### src/hw/tsc_pkg.sv
package tsc_pkg;
  localparam logic [3:0]  REG_OPERATING_CONTROL = 4'h1;
  localparam logic [15:0] CTRL_RESET            = 16'hA000;
  localparam int          POS_RATE_HI           = 15;
  localparam int          POS_RATE_LO           = 13;
  localparam int          POS_SINGLE            = 12;
  localparam int          POS_SHUTDOWN          = 11;
  localparam int          POS_UPPER_A           = 10;
  localparam int          POS_LOWER_A           = 9;
  localparam int          POS_MODE_A            = 8;
  localparam int          POS_SENSE_A           = 7;
  localparam int          POS_UPPER_B           = 6;
  localparam int          POS_LOWER_B           = 5;
  localparam int          POS_MODE_B            = 4;
  localparam int          POS_SENSE_B           = 3;
  localparam int          POS_SOFT_RESTART      = 1;
  localparam logic [2:0]  RATE_RESET            = 3'h5;
  localparam int          CLK_MHZ               = 125;
  localparam int          NVM_PROG_MS           = 16;
  localparam int          PERIOD_MS_0           = 15;
  localparam int          PERIOD_MS_1           = 50;
  localparam int          PERIOD_MS_2           = 100;
  localparam int          PERIOD_MS_3           = 250;
  localparam int          PERIOD_MS_4           = 500;
  localparam int          PERIOD_MS_5           = 1000;
  localparam int          PERIOD_MS_6           = 4000;
  localparam int          PERIOD_MS_7           = 16000;
  localparam int          CONV_MS               = 15;
  localparam longint      CYC_PER_MS            = longint'(CLK_MHZ) * 1000;

  typedef struct packed {
    logic [2:0] conversion_rate_sel;
    logic       shutdown_select;
    logic       window_or_hysteresis_sel_a;
    logic       trip_out_sense_a;
    logic       window_or_hysteresis_sel_b;
    logic       trip_out_sense_b;
    logic       reserved_bit0;
  } ctrl_t;

  typedef struct packed {
    logic        valid;
    logic [13:0] value;
  } sample_t;

  typedef struct packed {
    logic        valid;
    logic [13:0] high;
    logic [13:0] low;
  } limits_t;

  typedef enum logic [3:0] {
    ST_IDLE    = 4'b0001,
    ST_CONVERT = 4'b0010,
    ST_WAIT    = 4'b0100,
    ST_NVM     = 4'b1000
  } conv_state_t;
endpackage

### src/hw/limit_comparator.sv
`timescale 1ns/100ps
module limit_comparator (
  input  wire logic        clk_sys,
  input  wire logic        reset_n,
  input  wire logic        clk_en,
  input  wire logic        soft_clear,
  input  wire logic        hysteresis_sel,
  input  wire logic        read_clear,
  input  wire logic        conv_done,
  input  wire logic [13:0] result,
  input  wire logic [13:0] high_limit,
  input  wire logic [13:0] low_limit,
  output logic             upper_flag,
  output logic             lower_flag
);
  typedef struct packed {
    logic upper;
    logic lower;
  } cmp_state_t;

  cmp_state_t state;
  cmp_state_t next_state;
  logic       above;
  logic       below;

  assign above      = $signed(result) > $signed(high_limit);
  assign below      = $signed(result) < $signed(low_limit);
  assign upper_flag = state.upper;
  assign lower_flag = state.lower;

  always_comb begin
    next_state = state;
    if (soft_clear) begin
      next_state = '0;
    end else if (hysteresis_sel) begin
      next_state.lower = 1'b0;
      if (conv_done && above) begin
        next_state.upper = 1'b1;
      end else if (conv_done && below) begin
        next_state.upper = 1'b0;
      end
    end else begin
      if (read_clear) begin
        next_state = '0;
      end
      if (conv_done && above) begin
        next_state.upper = 1'b1;
      end
      if (conv_done && below) begin
        next_state.lower = 1'b1;
      end
    end
  end

  always_ff @(posedge clk_sys or negedge reset_n) begin
    if (!reset_n) begin
      state <= '0;
    end else if (clk_en) begin
      state <= next_state;
    end
  end

  AST_HYST_NO_READ_CLEAR: assert property (@(posedge clk_sys) disable iff (!reset_n)
    clk_en && hysteresis_sel && !soft_clear && !conv_done && state.upper |=> state.upper)
    else $error("hysteresis flag cleared outside a conversion end");
  AST_HYST_LOWER_ZERO: assert property (@(posedge clk_sys) disable iff (!reset_n)
    clk_en && hysteresis_sel |=> !state.lower)
    else $error("lower flag set in hysteresis mode");
  AST_WINDOW_SET: assert property (@(posedge clk_sys) disable iff (!reset_n)
    clk_en && !soft_clear && !hysteresis_sel && conv_done && above |=> state.upper)
    else $error("window upper flag not set");
endmodule

### src/hw/temp_sensor_config_alert_logic.sv
`timescale 1ns/100ps
module temp_sensor_config_alert_logic (
  input  wire logic                   clk_sys,
  input  wire logic                   reset_n,
  input  wire logic                   clk_en,
  input  wire logic                   reg_write,
  input  wire logic                   reg_read,
  input  wire logic [3:0]             reg_addr,
  input  wire logic [15:0]            reg_wdata,
  input  wire logic                   nvm_unlock_state,
  input  wire tsc_pkg::sample_t       sample,
  input  wire tsc_pkg::limits_t       limits_a,
  input  wire tsc_pkg::limits_t       limits_b,
  output logic [15:0]                 reg_rdata,
  output logic                        conv_start,
  output logic                        conv_active,
  output logic                        nvm_busy,
  output logic                        nvm_write,
  output logic [15:0]                 nvm_wdata,
  output logic                        soft_reset,
  output logic                        trip_output_pin_a,
  output logic                        trip_output_pin_b
);
  localparam longint CONV_CYC_L = longint'(tsc_pkg::CONV_MS) * tsc_pkg::CYC_PER_MS;
  localparam longint NVM_CYC_L  = longint'(tsc_pkg::NVM_PROG_MS) * tsc_pkg::CYC_PER_MS;
  localparam logic [31:0] PER_CYC [8] = '{
    32'(longint'(tsc_pkg::PERIOD_MS_0) * tsc_pkg::CYC_PER_MS),
    32'(longint'(tsc_pkg::PERIOD_MS_1) * tsc_pkg::CYC_PER_MS),
    32'(longint'(tsc_pkg::PERIOD_MS_2) * tsc_pkg::CYC_PER_MS),
    32'(longint'(tsc_pkg::PERIOD_MS_3) * tsc_pkg::CYC_PER_MS),
    32'(longint'(tsc_pkg::PERIOD_MS_4) * tsc_pkg::CYC_PER_MS),
    32'(longint'(tsc_pkg::PERIOD_MS_5) * tsc_pkg::CYC_PER_MS),
    32'(longint'(tsc_pkg::PERIOD_MS_6) * tsc_pkg::CYC_PER_MS),
    32'(longint'(tsc_pkg::PERIOD_MS_7) * tsc_pkg::CYC_PER_MS)
  };

  parameter logic [31:0] CONV_CYCLES = 32'(CONV_CYC_L);
  parameter logic [31:0] NVM_CYCLES  = 32'(NVM_CYC_L);
  parameter logic [31:0] PERIOD_DIV  = 32'h1;

  typedef struct packed {
    tsc_pkg::ctrl_t       ctrl;
    tsc_pkg::conv_state_t fsm;
    logic [31:0]          conv_cnt;
    logic [31:0]          period_cnt;
    logic                 single_run;
    logic                 unlock_s1;
    logic                 unlock_s2;
    logic [15:0]          rdata;
    logic                 start;
    logic                 nvm_wr;
    logic [15:0]          nvm_data;
    logic                 restart;
  } top_state_t;

  top_state_t  state;
  top_state_t  next_state;
  logic        cfg_wr;
  logic        cfg_rd;
  logic        conv_done;
  logic        upper_a;
  logic        lower_a;
  logic        upper_b;
  logic        lower_b;
  logic [15:0] cfg_view;
  logic [31:0] period_len;

  assign cfg_wr     = reg_write && reg_addr == tsc_pkg::REG_OPERATING_CONTROL
                      && state.fsm != tsc_pkg::ST_NVM;
  assign cfg_rd     = reg_read && reg_addr == tsc_pkg::REG_OPERATING_CONTROL;
  assign conv_done  = sample.valid && state.fsm == tsc_pkg::ST_CONVERT;
  assign period_len = PER_CYC[state.ctrl.conversion_rate_sel] / PERIOD_DIV;

  always_comb begin
    cfg_view                         = '0;
    cfg_view[tsc_pkg::POS_RATE_HI:tsc_pkg::POS_RATE_LO] = state.ctrl.conversion_rate_sel;
    cfg_view[tsc_pkg::POS_SINGLE]    = 1'b0;
    cfg_view[tsc_pkg::POS_SHUTDOWN]  = state.ctrl.shutdown_select;
    cfg_view[tsc_pkg::POS_UPPER_A]   = upper_a;
    cfg_view[tsc_pkg::POS_LOWER_A]   = lower_a;
    cfg_view[tsc_pkg::POS_MODE_A]    = state.ctrl.window_or_hysteresis_sel_a;
    cfg_view[tsc_pkg::POS_SENSE_A]   = state.ctrl.trip_out_sense_a;
    cfg_view[tsc_pkg::POS_UPPER_B]   = upper_b;
    cfg_view[tsc_pkg::POS_LOWER_B]   = lower_b;
    cfg_view[tsc_pkg::POS_MODE_B]    = state.ctrl.window_or_hysteresis_sel_b;
    cfg_view[tsc_pkg::POS_SENSE_B]   = state.ctrl.trip_out_sense_b;
    cfg_view[0]                      = state.ctrl.reserved_bit0;
  end

  always_comb begin
    next_state           = state;
    next_state.start     = 1'b0;
    next_state.nvm_wr    = 1'b0;
    next_state.restart   = 1'b0;
    next_state.unlock_s1 = nvm_unlock_state;
    next_state.unlock_s2 = state.unlock_s1;
    if (cfg_rd) begin
      next_state.rdata = cfg_view;
    end
    case (state.fsm)
      tsc_pkg::ST_IDLE: begin
        if (!state.ctrl.shutdown_select) begin
          next_state.fsm        = tsc_pkg::ST_CONVERT;
          next_state.start      = 1'b1;
          next_state.conv_cnt   = '0;
          next_state.period_cnt = '0;
        end
      end
      tsc_pkg::ST_CONVERT: begin
        next_state.conv_cnt   = state.conv_cnt + 32'h1;
        next_state.period_cnt = state.period_cnt + 32'h1;
        if (sample.valid || state.conv_cnt >= CONV_CYCLES) begin
          if (state.single_run || state.ctrl.shutdown_select) begin
            next_state.single_run = 1'b0;
            next_state.fsm        = tsc_pkg::ST_IDLE;
          end else begin
            next_state.fsm = tsc_pkg::ST_WAIT;
          end
        end
      end
      tsc_pkg::ST_WAIT: begin
        next_state.period_cnt = state.period_cnt + 32'h1;
        if (state.period_cnt + 32'h1 >= period_len) begin
          next_state.fsm        = tsc_pkg::ST_CONVERT;
          next_state.start      = 1'b1;
          next_state.conv_cnt   = '0;
          next_state.period_cnt = '0;
        end
      end
      tsc_pkg::ST_NVM: begin
        next_state.conv_cnt = state.conv_cnt + 32'h1;
        if (state.conv_cnt + 32'h1 >= NVM_CYCLES) begin
          next_state.fsm = tsc_pkg::ST_IDLE;
        end
      end
      default: begin
        next_state.fsm = tsc_pkg::ST_IDLE;
      end
    endcase
    if (cfg_wr) begin
      if (reg_wdata[tsc_pkg::POS_SOFT_RESTART]) begin
        next_state.restart    = 1'b1;
        next_state.ctrl       = tsc_pkg::ctrl_t'({tsc_pkg::RATE_RESET, 5'h00, 1'b0});
        next_state.fsm        = tsc_pkg::ST_IDLE;
        next_state.single_run = 1'b0;
        next_state.rdata      = '0;
      end else if (state.unlock_s2) begin
        next_state.nvm_wr   = 1'b1;
        next_state.nvm_data = reg_wdata & ~(16'h1 << tsc_pkg::POS_SINGLE);
        next_state.fsm      = tsc_pkg::ST_NVM;
        next_state.conv_cnt = '0;
      end else begin
        next_state.ctrl.conversion_rate_sel =
          reg_wdata[tsc_pkg::POS_RATE_HI:tsc_pkg::POS_RATE_LO];
        next_state.ctrl.shutdown_select            = reg_wdata[tsc_pkg::POS_SHUTDOWN];
        next_state.ctrl.window_or_hysteresis_sel_a = reg_wdata[tsc_pkg::POS_MODE_A];
        next_state.ctrl.trip_out_sense_a           = reg_wdata[tsc_pkg::POS_SENSE_A];
        next_state.ctrl.window_or_hysteresis_sel_b = reg_wdata[tsc_pkg::POS_MODE_B];
        next_state.ctrl.trip_out_sense_b           = reg_wdata[tsc_pkg::POS_SENSE_B];
        next_state.ctrl.reserved_bit0              = reg_wdata[0];
        next_state.fsm        = tsc_pkg::ST_IDLE;
        next_state.single_run = 1'b0;
        if (reg_wdata[tsc_pkg::POS_SHUTDOWN] && reg_wdata[tsc_pkg::POS_SINGLE]) begin
          next_state.fsm        = tsc_pkg::ST_CONVERT;
          next_state.single_run = 1'b1;
          next_state.start      = 1'b1;
          next_state.conv_cnt   = '0;
          next_state.period_cnt = '0;
        end
      end
    end
  end

  always_ff @(posedge clk_sys or negedge reset_n) begin
    if (!reset_n) begin
      state      <= '0;
      state.ctrl <= tsc_pkg::ctrl_t'({tsc_pkg::RATE_RESET, 5'h00, 1'b0});
      state.fsm  <= tsc_pkg::ST_IDLE;
    end else if (clk_en) begin
      state <= next_state;
    end
  end

  limit_comparator u_cmp_a (
    .clk_sys        (clk_sys),
    .reset_n        (reset_n),
    .clk_en         (clk_en),
    .soft_clear     (state.restart),
    .hysteresis_sel (state.ctrl.window_or_hysteresis_sel_a),
    .read_clear     (cfg_rd),
    .conv_done      (conv_done),
    .result         (sample.value),
    .high_limit     (limits_a.high),
    .low_limit      (limits_a.low),
    .upper_flag     (upper_a),
    .lower_flag     (lower_a)
  );

  limit_comparator u_cmp_b (
    .clk_sys        (clk_sys),
    .reset_n        (reset_n),
    .clk_en         (clk_en),
    .soft_clear     (state.restart),
    .hysteresis_sel (state.ctrl.window_or_hysteresis_sel_b),
    .read_clear     (cfg_rd),
    .conv_done      (conv_done),
    .result         (sample.value),
    .high_limit     (limits_b.high),
    .low_limit      (limits_b.low),
    .upper_flag     (upper_b),
    .lower_flag     (lower_b)
  );

  trip_pin_driver u_pin_a (
    .clk_sys    (clk_sys),
    .reset_n    (reset_n),
    .clk_en     (clk_en),
    .upper_flag (upper_a),
    .lower_flag (lower_a),
    .sense      (state.ctrl.trip_out_sense_a),
    .pin        (trip_output_pin_a)
  );

  trip_pin_driver u_pin_b (
    .clk_sys    (clk_sys),
    .reset_n    (reset_n),
    .clk_en     (clk_en),
    .upper_flag (upper_b),
    .lower_flag (lower_b),
    .sense      (state.ctrl.trip_out_sense_b),
    .pin        (trip_output_pin_b)
  );

  assign reg_rdata   = state.rdata;
  assign conv_start  = state.start;
  assign conv_active = state.fsm[1];
  assign nvm_busy    = state.fsm[3];
  assign nvm_write   = state.nvm_wr;
  assign nvm_wdata   = state.nvm_data;
  assign soft_reset  = state.restart;

  AST_READ_OS_ZERO: assert property (@(posedge clk_sys) disable iff (!reset_n)
    !reg_rdata[tsc_pkg::POS_SINGLE])
    else $error("single trigger bit read as one");
  AST_WRITE_ABORTS: assert property (@(posedge clk_sys) disable iff (!reset_n)
    clk_en && cfg_wr && !state.unlock_s2 && !reg_wdata[tsc_pkg::POS_SINGLE]
    |=> !conv_active)
    else $error("conversion not aborted by write");
  AST_SHUTDOWN_STAYS: assert property (@(posedge clk_sys) disable iff (!reset_n)
    clk_en && state.ctrl.shutdown_select && state.fsm == tsc_pkg::ST_IDLE && !cfg_wr
    |=> !conv_start)
    else $error("conversion started in shutdown");
  AST_NVM_NO_STORE: assert property (@(posedge clk_sys) disable iff (!reset_n)
    clk_en && cfg_wr && state.unlock_s2 && !reg_wdata[tsc_pkg::POS_SOFT_RESTART]
    |=> nvm_write && nvm_busy && state.ctrl == $past(state.ctrl))
    else $error("nonvolatile write mishandled");
  AST_VOLATILE_STORE: assert property (@(posedge clk_sys) disable iff (!reset_n)
    clk_en && cfg_wr && !state.unlock_s2 && !reg_wdata[tsc_pkg::POS_SOFT_RESTART]
    |=> state.ctrl.conversion_rate_sel == $past(reg_wdata[15:13]) && !nvm_write)
    else $error("volatile write not stored");
  AST_SOFT_RESTART: assert property (@(posedge clk_sys) disable iff (!reset_n)
    clk_en && cfg_wr && reg_wdata[tsc_pkg::POS_SOFT_RESTART]
    |=> soft_reset && state.ctrl.conversion_rate_sel == tsc_pkg::RATE_RESET)
    else $error("soft restart ignored");

  AST_NVM_WRITE_DROPPED: assert property (@(posedge clk_sys) disable iff (!reset_n)
    clk_en && reg_write && reg_addr == tsc_pkg::REG_OPERATING_CONTROL && nvm_busy
    |=> state.ctrl == $past(state.ctrl) && !nvm_write)
    else $error("write accepted while programming");
  AST_SINGLE_START: assert property (@(posedge clk_sys) disable iff (!reset_n)
    clk_en && cfg_wr && !state.unlock_s2 && !reg_wdata[tsc_pkg::POS_SOFT_RESTART]
    && reg_wdata[tsc_pkg::POS_SHUTDOWN] && reg_wdata[tsc_pkg::POS_SINGLE]
    |=> conv_start && conv_active)
    else $error("single conversion not started");
  AST_SINGLE_RETURNS: assert property (@(posedge clk_sys) disable iff (!reset_n)
    clk_en && conv_done && state.ctrl.shutdown_select && !cfg_wr |=> !conv_active)
    else $error("no return to shutdown after single conversion");
  AST_CONT_START: assert property (@(posedge clk_sys) disable iff (!reset_n)
    clk_en && state.fsm == tsc_pkg::ST_IDLE && !state.ctrl.shutdown_select && !cfg_wr
    |=> conv_start && conv_active)
    else $error("continuous conversion not started");
  AST_RATE_RESTART: assert property (@(posedge clk_sys) disable iff (!reset_n)
    clk_en && cfg_wr && !state.unlock_s2 && !reg_wdata[tsc_pkg::POS_SOFT_RESTART]
    && !reg_wdata[tsc_pkg::POS_SHUTDOWN]
    && reg_wdata[15:13] != state.ctrl.conversion_rate_sel
    |=> clk_en && !cfg_wr |=> conv_start)
    else $error("no fresh conversion after rate change");
  AST_SHUTDOWN_ABORT: assert property (@(posedge clk_sys) disable iff (!reset_n)
    clk_en && cfg_wr && !state.unlock_s2 && reg_wdata[tsc_pkg::POS_SHUTDOWN]
    && !reg_wdata[tsc_pkg::POS_SINGLE] |=> !conv_active && !conv_start)
    else $error("shutdown not immediate");
  AST_READ_RATE: assert property (@(posedge clk_sys) disable iff (!reset_n)
    clk_en && cfg_rd && !cfg_wr
    |=> reg_rdata[15:13] == $past(state.ctrl.conversion_rate_sel))
    else $error("rate field read wrong");
  AST_READ_SHUTDOWN: assert property (@(posedge clk_sys) disable iff (!reset_n)
    clk_en && cfg_rd && !cfg_wr
    |=> reg_rdata[tsc_pkg::POS_SHUTDOWN] == $past(state.ctrl.shutdown_select))
    else $error("shutdown bit read wrong");
  AST_MODE_STORE: assert property (@(posedge clk_sys) disable iff (!reset_n)
    clk_en && cfg_wr && !state.unlock_s2 && !reg_wdata[tsc_pkg::POS_SOFT_RESTART]
    |=> state.ctrl.window_or_hysteresis_sel_b == $past(reg_wdata[tsc_pkg::POS_MODE_B])
    && state.ctrl.trip_out_sense_b == $past(reg_wdata[tsc_pkg::POS_SENSE_B]))
    else $error("comparator two mode not stored");
  AST_RESTART_FLAGS: assert property (@(posedge clk_sys) disable iff (!reset_n)
    clk_en && soft_reset
    |=> !upper_a && !lower_a && !upper_b && !lower_b)
    else $error("flags kept over soft restart");
  AST_READ_FLAG_A: assert property (@(posedge clk_sys) disable iff (!reset_n)
    clk_en && cfg_rd && !cfg_wr
    |=> reg_rdata[tsc_pkg::POS_UPPER_A] == $past(upper_a))
    else $error("upper flag a read wrong");
endmodule

### src/hw/trip_pin_driver.sv
`timescale 1ns/100ps
module trip_pin_driver (
  input  wire logic clk_sys,
  input  wire logic reset_n,
  input  wire logic clk_en,
  input  wire logic upper_flag,
  input  wire logic lower_flag,
  input  wire logic sense,
  output logic      pin
);
  typedef struct packed {
    logic level;
  } pin_state_t;

  pin_state_t state;
  pin_state_t next_state;

  assign pin = state.level;

  always_comb begin
    next_state       = state;
    next_state.level = (upper_flag | lower_flag) ? sense : ~sense;
  end

  always_ff @(posedge clk_sys or negedge reset_n) begin
    if (!reset_n) begin
      state <= '{level: 1'b1};
    end else if (clk_en) begin
      state <= next_state;
    end
  end

  AST_PIN_LEVEL: assert property (@(posedge clk_sys) disable iff (!reset_n)
    clk_en |=> pin == (($past(upper_flag) | $past(lower_flag)) ? $past(sense) : ~$past(sense)))
    else $error("trip pin level wrong");
endmodule

### config.mk
export PLATFORM = sky130hd
export DESIGN_NAME = temp_sensor_config_alert_logic
export DESIGN_NICKNAME = d
export VERILOG_FILES = /design/src/hw/tsc_pkg.sv /design/src/hw/limit_comparator.sv /design/src/hw/temp_sensor_config_alert_logic.sv /design/src/hw/trip_pin_driver.sv
export SDC_FILE = /design/constraint.sdc
export NUM_CORES = 1
export LEC_CHECK = 0
export BUFFER_PORTS_ARGS = -buffer_cell sky130_fd_sc_hd__buf_2
export CORE_MARGIN = 2
export CORE_UTILIZATION = 28
export CTS_CLUSTER_SIZE = 20
export DETAILED_ROUTE_END_ITERATION = 8
export PLACE_DENSITY = 0.52
export SLEW_MARGIN = 20
export SYNTH_ARGS = -nofsm -noshare
export SYNTH_HDL_FRONTEND = slang
export SYNTH_HIERARCHICAL = 1
export SYNTH_SLANG_ARGS = --single-unit
### constraint.sdc
create_clock -name clk_sys -period 4.3 [get_ports clk_sys]
set_input_delay 0.215 -clock clk_sys [delete_from_list [all_inputs] [get_ports clk_sys]]
set_output_delay 0.215 -clock clk_sys [all_outputs]
set_load 0.02 [all_outputs]
# Word-level counts from Yosys, hierarchy flattened
# Memories as Yosys holds them, arrays and structs flattened.
# Index checks and enable logic that the tools add are counted.
totals:
  reg_bits: 119
  mem_bits_ro: 256
  in_bits: 99
  wordCells: 126
  mem_count: 1
mem_list:
  columns: ["memory", "words", "width", "rd", "rd_ports_with_merged_regs", "wr", "line_no", "rtl"]
  rows:
  - ["(no name shown)", 8, 32, 1, 0, 0, "temp_sensor_config_alert_logic.sv:72", "assign period_len = PER_CYC[state.ctrl.conversion_rate_sel] / PERIOD_DIV;"]
classes:
  addsub: 2
  order_cmp: 8
  eq_ne: 13
  mux: 49
  bitwise: 6
  n_reduce_logical: 23
op_table:
  columns: ["op", "n"]
  rows:
  - ["2-to-1 mux 68 bit", 4]
  - ["case mux 32 bit (3 select lines)", 2]
  - ["2-to-1 mux 69 bit", 1]
  - ["2-to-1 mux 67 bit", 1]
  - ["adder 32 x 1 -> 32 bit, second input constant", 2]
  - ["greater-or-equal comparator 32 x 21 -> 1 bit, second input constant", 2]
  - ["2-to-1 mux 32 bit", 2]
  - ["2-to-1 mux 64 bit", 1]
  - ["2-to-1 mux 36 bit", 1]
  - ["2-to-1 mux 35 bit", 1]
  - ["2-to-1 mux 33 bit", 1]
  - ["greater-or-equal comparator 32 bit", 1]
  - ["2-to-1 mux 16 bit", 2]
  - ["> comparator 14 bit", 2]
  - ["< comparator 14 bit", 2]
  - ["2-to-1 mux 1 bit", 19]
  - ["2-to-1 mux 18 bit", 1]
  - ["2-to-1 mux 17 bit", 1]
  - ["case mux 4 bit (4 select lines)", 1]
  - ["nonzero test 4 bit", 4]
  - ["2-to-1 mux 13 bit", 1]
  - ["2-to-1 mux 2 bit", 5]
  - ["logical AND 1 bit", 9]
  - ["2-to-1 mux 9 bit", 1]
  - ["other kinds (22)", 34]

# Logic depth before layout (Yosys ltp)
logic_depth:
  depth_word: 12
  ltp_mapped: 19
  depth_no_buf: 17

# Cells and area by module
# The synthesis kept the hierarchy.
modules_own_cells:
  columns: ["module", "n_inst", "cells_each", "area_each_um2", "seq_area_each_um2"]
  rows:
  - ["temp_sensor_config_alert_logic", 1, 878, 7502.2, 2831.5]
  - ["limit_comparator", 2, 111, 838.3, 50.0]
  - ["trip_pin_driver", 2, 5, 47.5, 26.3]

# Least setup slack after synthesis
# No wires, ideal clock.
synth_path:
  kind: "register to register"
  startpoint: "reg state[46] (netlist bit)"
  endpoint: "reg state[83] (netlist bit)"
  setup_time_ns: 0.141
  t_arrival_ns: 4.063
  setup_slack_ns: 0.096
  stages_incl_launch_ff: 19
  period_less_slack_ns: 4.204
  cell_sequence: "dfrtp_1 -> nand2_1 -> or4_4 -> nor3_2 -> and3_1 -> nand2_1 -> or4_1 -> nand2_1 -> ha_1 -> nand3_1 -> nor3_1 -> nand4_1 -> o211a_1 -> and2_1 -> or2_1 -> buf_4 -> a21oi_4 -> buf_6 -> a31oi_1"
synth_between:
  elab_chain_len: 9
synth_lines:
  columns: ["element", "line_no", "rtl"]
  rows:
  - ["from (decl)", "temp_sensor_config_alert_logic.sv:56", "top_state_t state;"]
  - ["from (signal assigned)", "temp_sensor_config_alert_logic.sv:180", "state <= next_state;"]
  - ["adder 32 x 1 -> 32 bit *", "temp_sensor_config_alert_logic.sv:123", "if (state.period_cnt + 32'h1 >= period_len) begin"]
  - ["greater-or-equal comparator 32 bit *", "temp_sensor_config_alert_logic.sv:123", null]
  - ["2-to-1 mux 68 bit *", "temp_sensor_config_alert_logic.sv:123", null]
  - ["2-to-1 mux 68 bit *", "temp_sensor_config_alert_logic.sv:100", "case (state.fsm)"]
  - ["case mux 32 bit (3 select lines) *", "temp_sensor_config_alert_logic.sv:100", null]
  - ["2-to-1 mux 67 bit", "temp_sensor_config_alert_logic.sv:163", "if (reg_wdata[tsc_pkg::POS_SHUTDOWN] && reg_wdata[tsc_pkg::POS_SINGLE]) begin"]
  - ["2-to-1 mux 36 bit", "temp_sensor_config_alert_logic.sv:147", "end else if (state.unlock_s2) begin"]
  - ["2-to-1 mux 64 bit", "temp_sensor_config_alert_logic.sv:141", "if (reg_wdata[tsc_pkg::POS_SOFT_RESTART]) begin"]
  - ["2-to-1 mux 69 bit *", "temp_sensor_config_alert_logic.sv:140", "if (cfg_wr) begin"]
# Mark *: on every way between the ends. The rest lies on a longest branch, timed or not. The select of a mux whose other input is x is not followed.
# A chain may end at the register's enable or synchronous reset.

# Final worst setup path
layout_path:
  startpoint: "reg state[48] (netlist bit)"
  endpoint: "reg state[68] (netlist bit)"
layout_between:
  elab_chain_len: 9
layout_lines:
  columns: ["element", "line_no"]
  rows:
  - ["adder 32 x 1 -> 32 bit *", "temp_sensor_config_alert_logic.sv:111, temp_sensor_config_alert_logic.sv:122, temp_sensor_config_alert_logic.sv:123"]
  - ["greater-or-equal comparator 32 bit", "temp_sensor_config_alert_logic.sv:123"]
  - ["2-to-1 mux 68 bit", "temp_sensor_config_alert_logic.sv:123"]
  - ["2-to-1 mux 68 bit", "temp_sensor_config_alert_logic.sv:100"]
  - ["case mux 32 bit (3 select lines) *", "temp_sensor_config_alert_logic.sv:100"]
  - ["2-to-1 mux 67 bit", "temp_sensor_config_alert_logic.sv:163"]
  - ["2-to-1 mux 33 bit", "temp_sensor_config_alert_logic.sv:147"]
  - ["2-to-1 mux 64 bit", "temp_sensor_config_alert_logic.sv:141"]
  - ["2-to-1 mux 69 bit *", "temp_sensor_config_alert_logic.sv:140"]
# Marked as above.

==> reports/metrics.csv <==
metric;value;unit
synth_area;0.00927;mm2
switchingPower;1.45;mW
core;0.0325;mm2
cell_internal_pwr;2.68;mW
sequentialPowerShare;33.4;%
clock_sinks;119;
drt-total-wl;27.5;mm
antenna_found_initial;2;
vias;8486;
synth-main-ff-cell;dfrtp_1;
syn_area_per_cell;8.35;um2
h-tree-depth;4;
drc_errors;0;
ys_warn_count;6;
gp_congestion;0.835;
port_buffers;133;
status;finished clean;
fin_util;34.1;%
cap_viol_max_count;0;
ioPinCount;138;
clock_path_buffers;2;
grt_pass1_vias;7981;
wire_per_inst;16.3;um
start_util;28.5;%
dr.pass1.iters;5;
synth_top_cell_area_share;30.8;%
endpoint_kind;register;
ys_seq_area_share;32.2;%
viasPerCell;5.03;
clkPwrFrac;35.7;%
powerDensity;372;mW/mm2
worst-path-max-fanout;8;
nets;1419;
ir_worst_vdd;0.000324;V
tightest_slew;0.957;ns
hold_violations;0;
hold_slack;0.0270;ns
clockRootBuffer;clkbuf_16;
required;4.65;ns
synth_commonest_cells;nand2_1 (117), dfrtp_1 (114), ha_1 (90);
die-width;186;um
area_growth;19.7;%
dp_hpwl;20.8;mm
ys_ff_latch;119;
dr.first_iter.drc_count;457;
setup-violations-final;0;
synth_area_leaders;dfrtp_1 (31%), ha_1 (12%), nand2_1 (4.7%);
power.leakage;5.31;nW
setup_tns;0;ns
pwr-share-comb;30.9;%
critical_path_class;reg2reg;
finalCritPeriodShare;95.1;%
numCtsBuffers;17;
clkSlewWorstSetupHoldPaths;0.06;ns
grt_pass1_wl;42.6;mm
row_count;66;
cts_tree;yes;
synth_cell_types;77;
arrival;4.44;ns
drtAntennaViolNets;0;
slew_headroom;36.2;%
grt_overflow;0;
start_kind;register;
fp.dieH;186;um
grt_max_degree;86;
final.min_clock_period;4.09;ns
hold_path.class;in2reg;
drive_above_1_share;21.4;%
clk_latency;0.42;ns
dp_cells;1650;
drv_slew;0;
synthArstFlopShare;100;%
postSynthCellCount;1110;
clock_skew;0.00944;ns
final_cells;1686;
grt.total_usage;15.8;%
sw_frac_of_total;35.1;%
max_freq;245;MHz
die_area;0.0346;mm2
power;4.13;mW
yosysMostFrequentCell;nand2_1;
synth_edf_count;0;
synth_top_cell_by_area;dfrtp_1;
-- placed cells by master (no fill, tap or decap), types with 5 or more instances in the layout --
| cell type | n |
|---|---|
| buf_2 | 132 |
| nand2_1 | 117 |
| dfrtp_1 | 114 |
| ha_1 | 90 |
| inv_1 | 82 |
| a21oi_1 | 79 |
| nor2_1 | 69 |
| o21ai_0 | 58 |
| nand3_1 | 52 |
| buf_4 | 43 |
| a31oi_1 | 39 |
| nand4_1 | 28 |
| and3_1 | 23 |
| nor3_1 | 20 |
| xnor2_1 | 19 |
| a22o_1 | 18 |
| mux2_2 | 17 |
| clkbuf_16 | 17 |
| xor2_1 | 15 |
| nand2b_1 | 14 |
| nor4_1 | 13 |
| or3_1 | 11 |
| o31ai_1 | 10 |
| a21o_1 | 9 |
| nor2b_1 | 8 |
| o211ai_1 | 7 |
| and2_1 | 6 |
| o21ai_1 | 6 |
| and4_1 | 5 |
| a211oi_1 | 5 |
| dfstp_2 | 5 |
| clkinv_2 | 5 |
-- critical path, cell delays in order (launching register included) --
cell,delay [ns]
dfrtp_1,0.34
nand2_1,0.09
or4_4,0.58
nor3_4,0.15
and3_4,0.21
nand2_1,0.09
or4_1,0.54
nand2_1,0.10
ha_1,0.23
nand3_1,0.13
nor3_2,0.05
buf_4,0.14
o2111a_1,0.14
nor3_2,0.22
a21oi_2,0.12
buf_4,0.18
or2_1,0.30
or3_1,0.32
o21ai_1,0.07
-- stage by stage --
stage                     cell area, um2  setup WS, ns
final                              11100         0.213
after global routing               11100       -0.0148
after CTS                          11000         0.105
after detailed placement           10400         0.142
after global placement             10400         0.206
after floorplan                     9280        0.0965
-- logic make-up (layout without fill, tap and decap cells) --
family,count (synthesis),after routing,share of synthesized area [%]
mux,22,22,2.71
other cells,1,3,0.0404
buf+inv,162,294,8.07
flops,119,119,32.2
simple gates,402,402,22.2
xor+xnor,35,35,3.31
fa+ha+maj,90,90,12.1
compound gates,279,279,19.3
-- power by group through the flow --
stage,combinational [mW],sequential (mW),clock (mW)
floorplan,0.876,1.34,0
global placement,1.26,1.39,0
detailed placement,1.27,1.40,0
CTS,1.28,1.38,1.51
global route,1.43,1.40,1.56
finish,1.28,1.38,1.47
-- routing by layer --
metal	global-route usage, %	routed length [um]
met1	21.6	13000
met2	26.1	13200
met3	2.86	1030
met4	3.15	316
met5	0	0
-- repair_timing --
action	CTS	global route
hold buffers	1	0
endpoints found under the hold margin	79	0
setup endpoints to repair	0	24
resized for setup	0	10
buffers inserted	0	2
-- registers in the layout, indices dropped and copies added, names as in the netlist, 9 cells and up --
name,count
nvm_wdata,14
reg_rdata,16
cfg_view,9
state,68
-- cell type report --
type	instances	area, um2
Fill cell	3475	21400
Multi-Input combinational cell	830	5590
Sequential cell	119	2980
Timing Repair Buffer	180	1060
Tap cell	442	553
Clock buffer	22	464
Inverter	82	308
Clock inverter	10	130
Antenna cell	1	2.50
-- final timing paths --
check | start | to | slack, ns | depth (start not counted)
worst max-delay path | state[48]$_DFFE_PN0P_ | state[68]$_DFFE_PN0P_ | 0.21 | 18
worst min-delay path | reg_wdata[5] | nvm_wdata[5]$_DFFE_PN0P_ | 0.03 | 2
worst max register to register | state[48]$_DFFE_PN0P_ | state[68]$_DFFE_PN0P_ | 0.21 | 18
worst min register to register | nvm_write$_DFFE_PN0P_ | nvm_write$_DFFE_PN0P_ | 0.48 | 1
max in group asynchronous | reset_n | nvm_wdata[0]$_DFFE_PN0P_ | 2.83 | 3
min in group asynchronous | reset_n | state[44]$_DFFE_PN0P_ | 0.44 | 2
No activity file was read; power rests on OpenSTA's default activity.
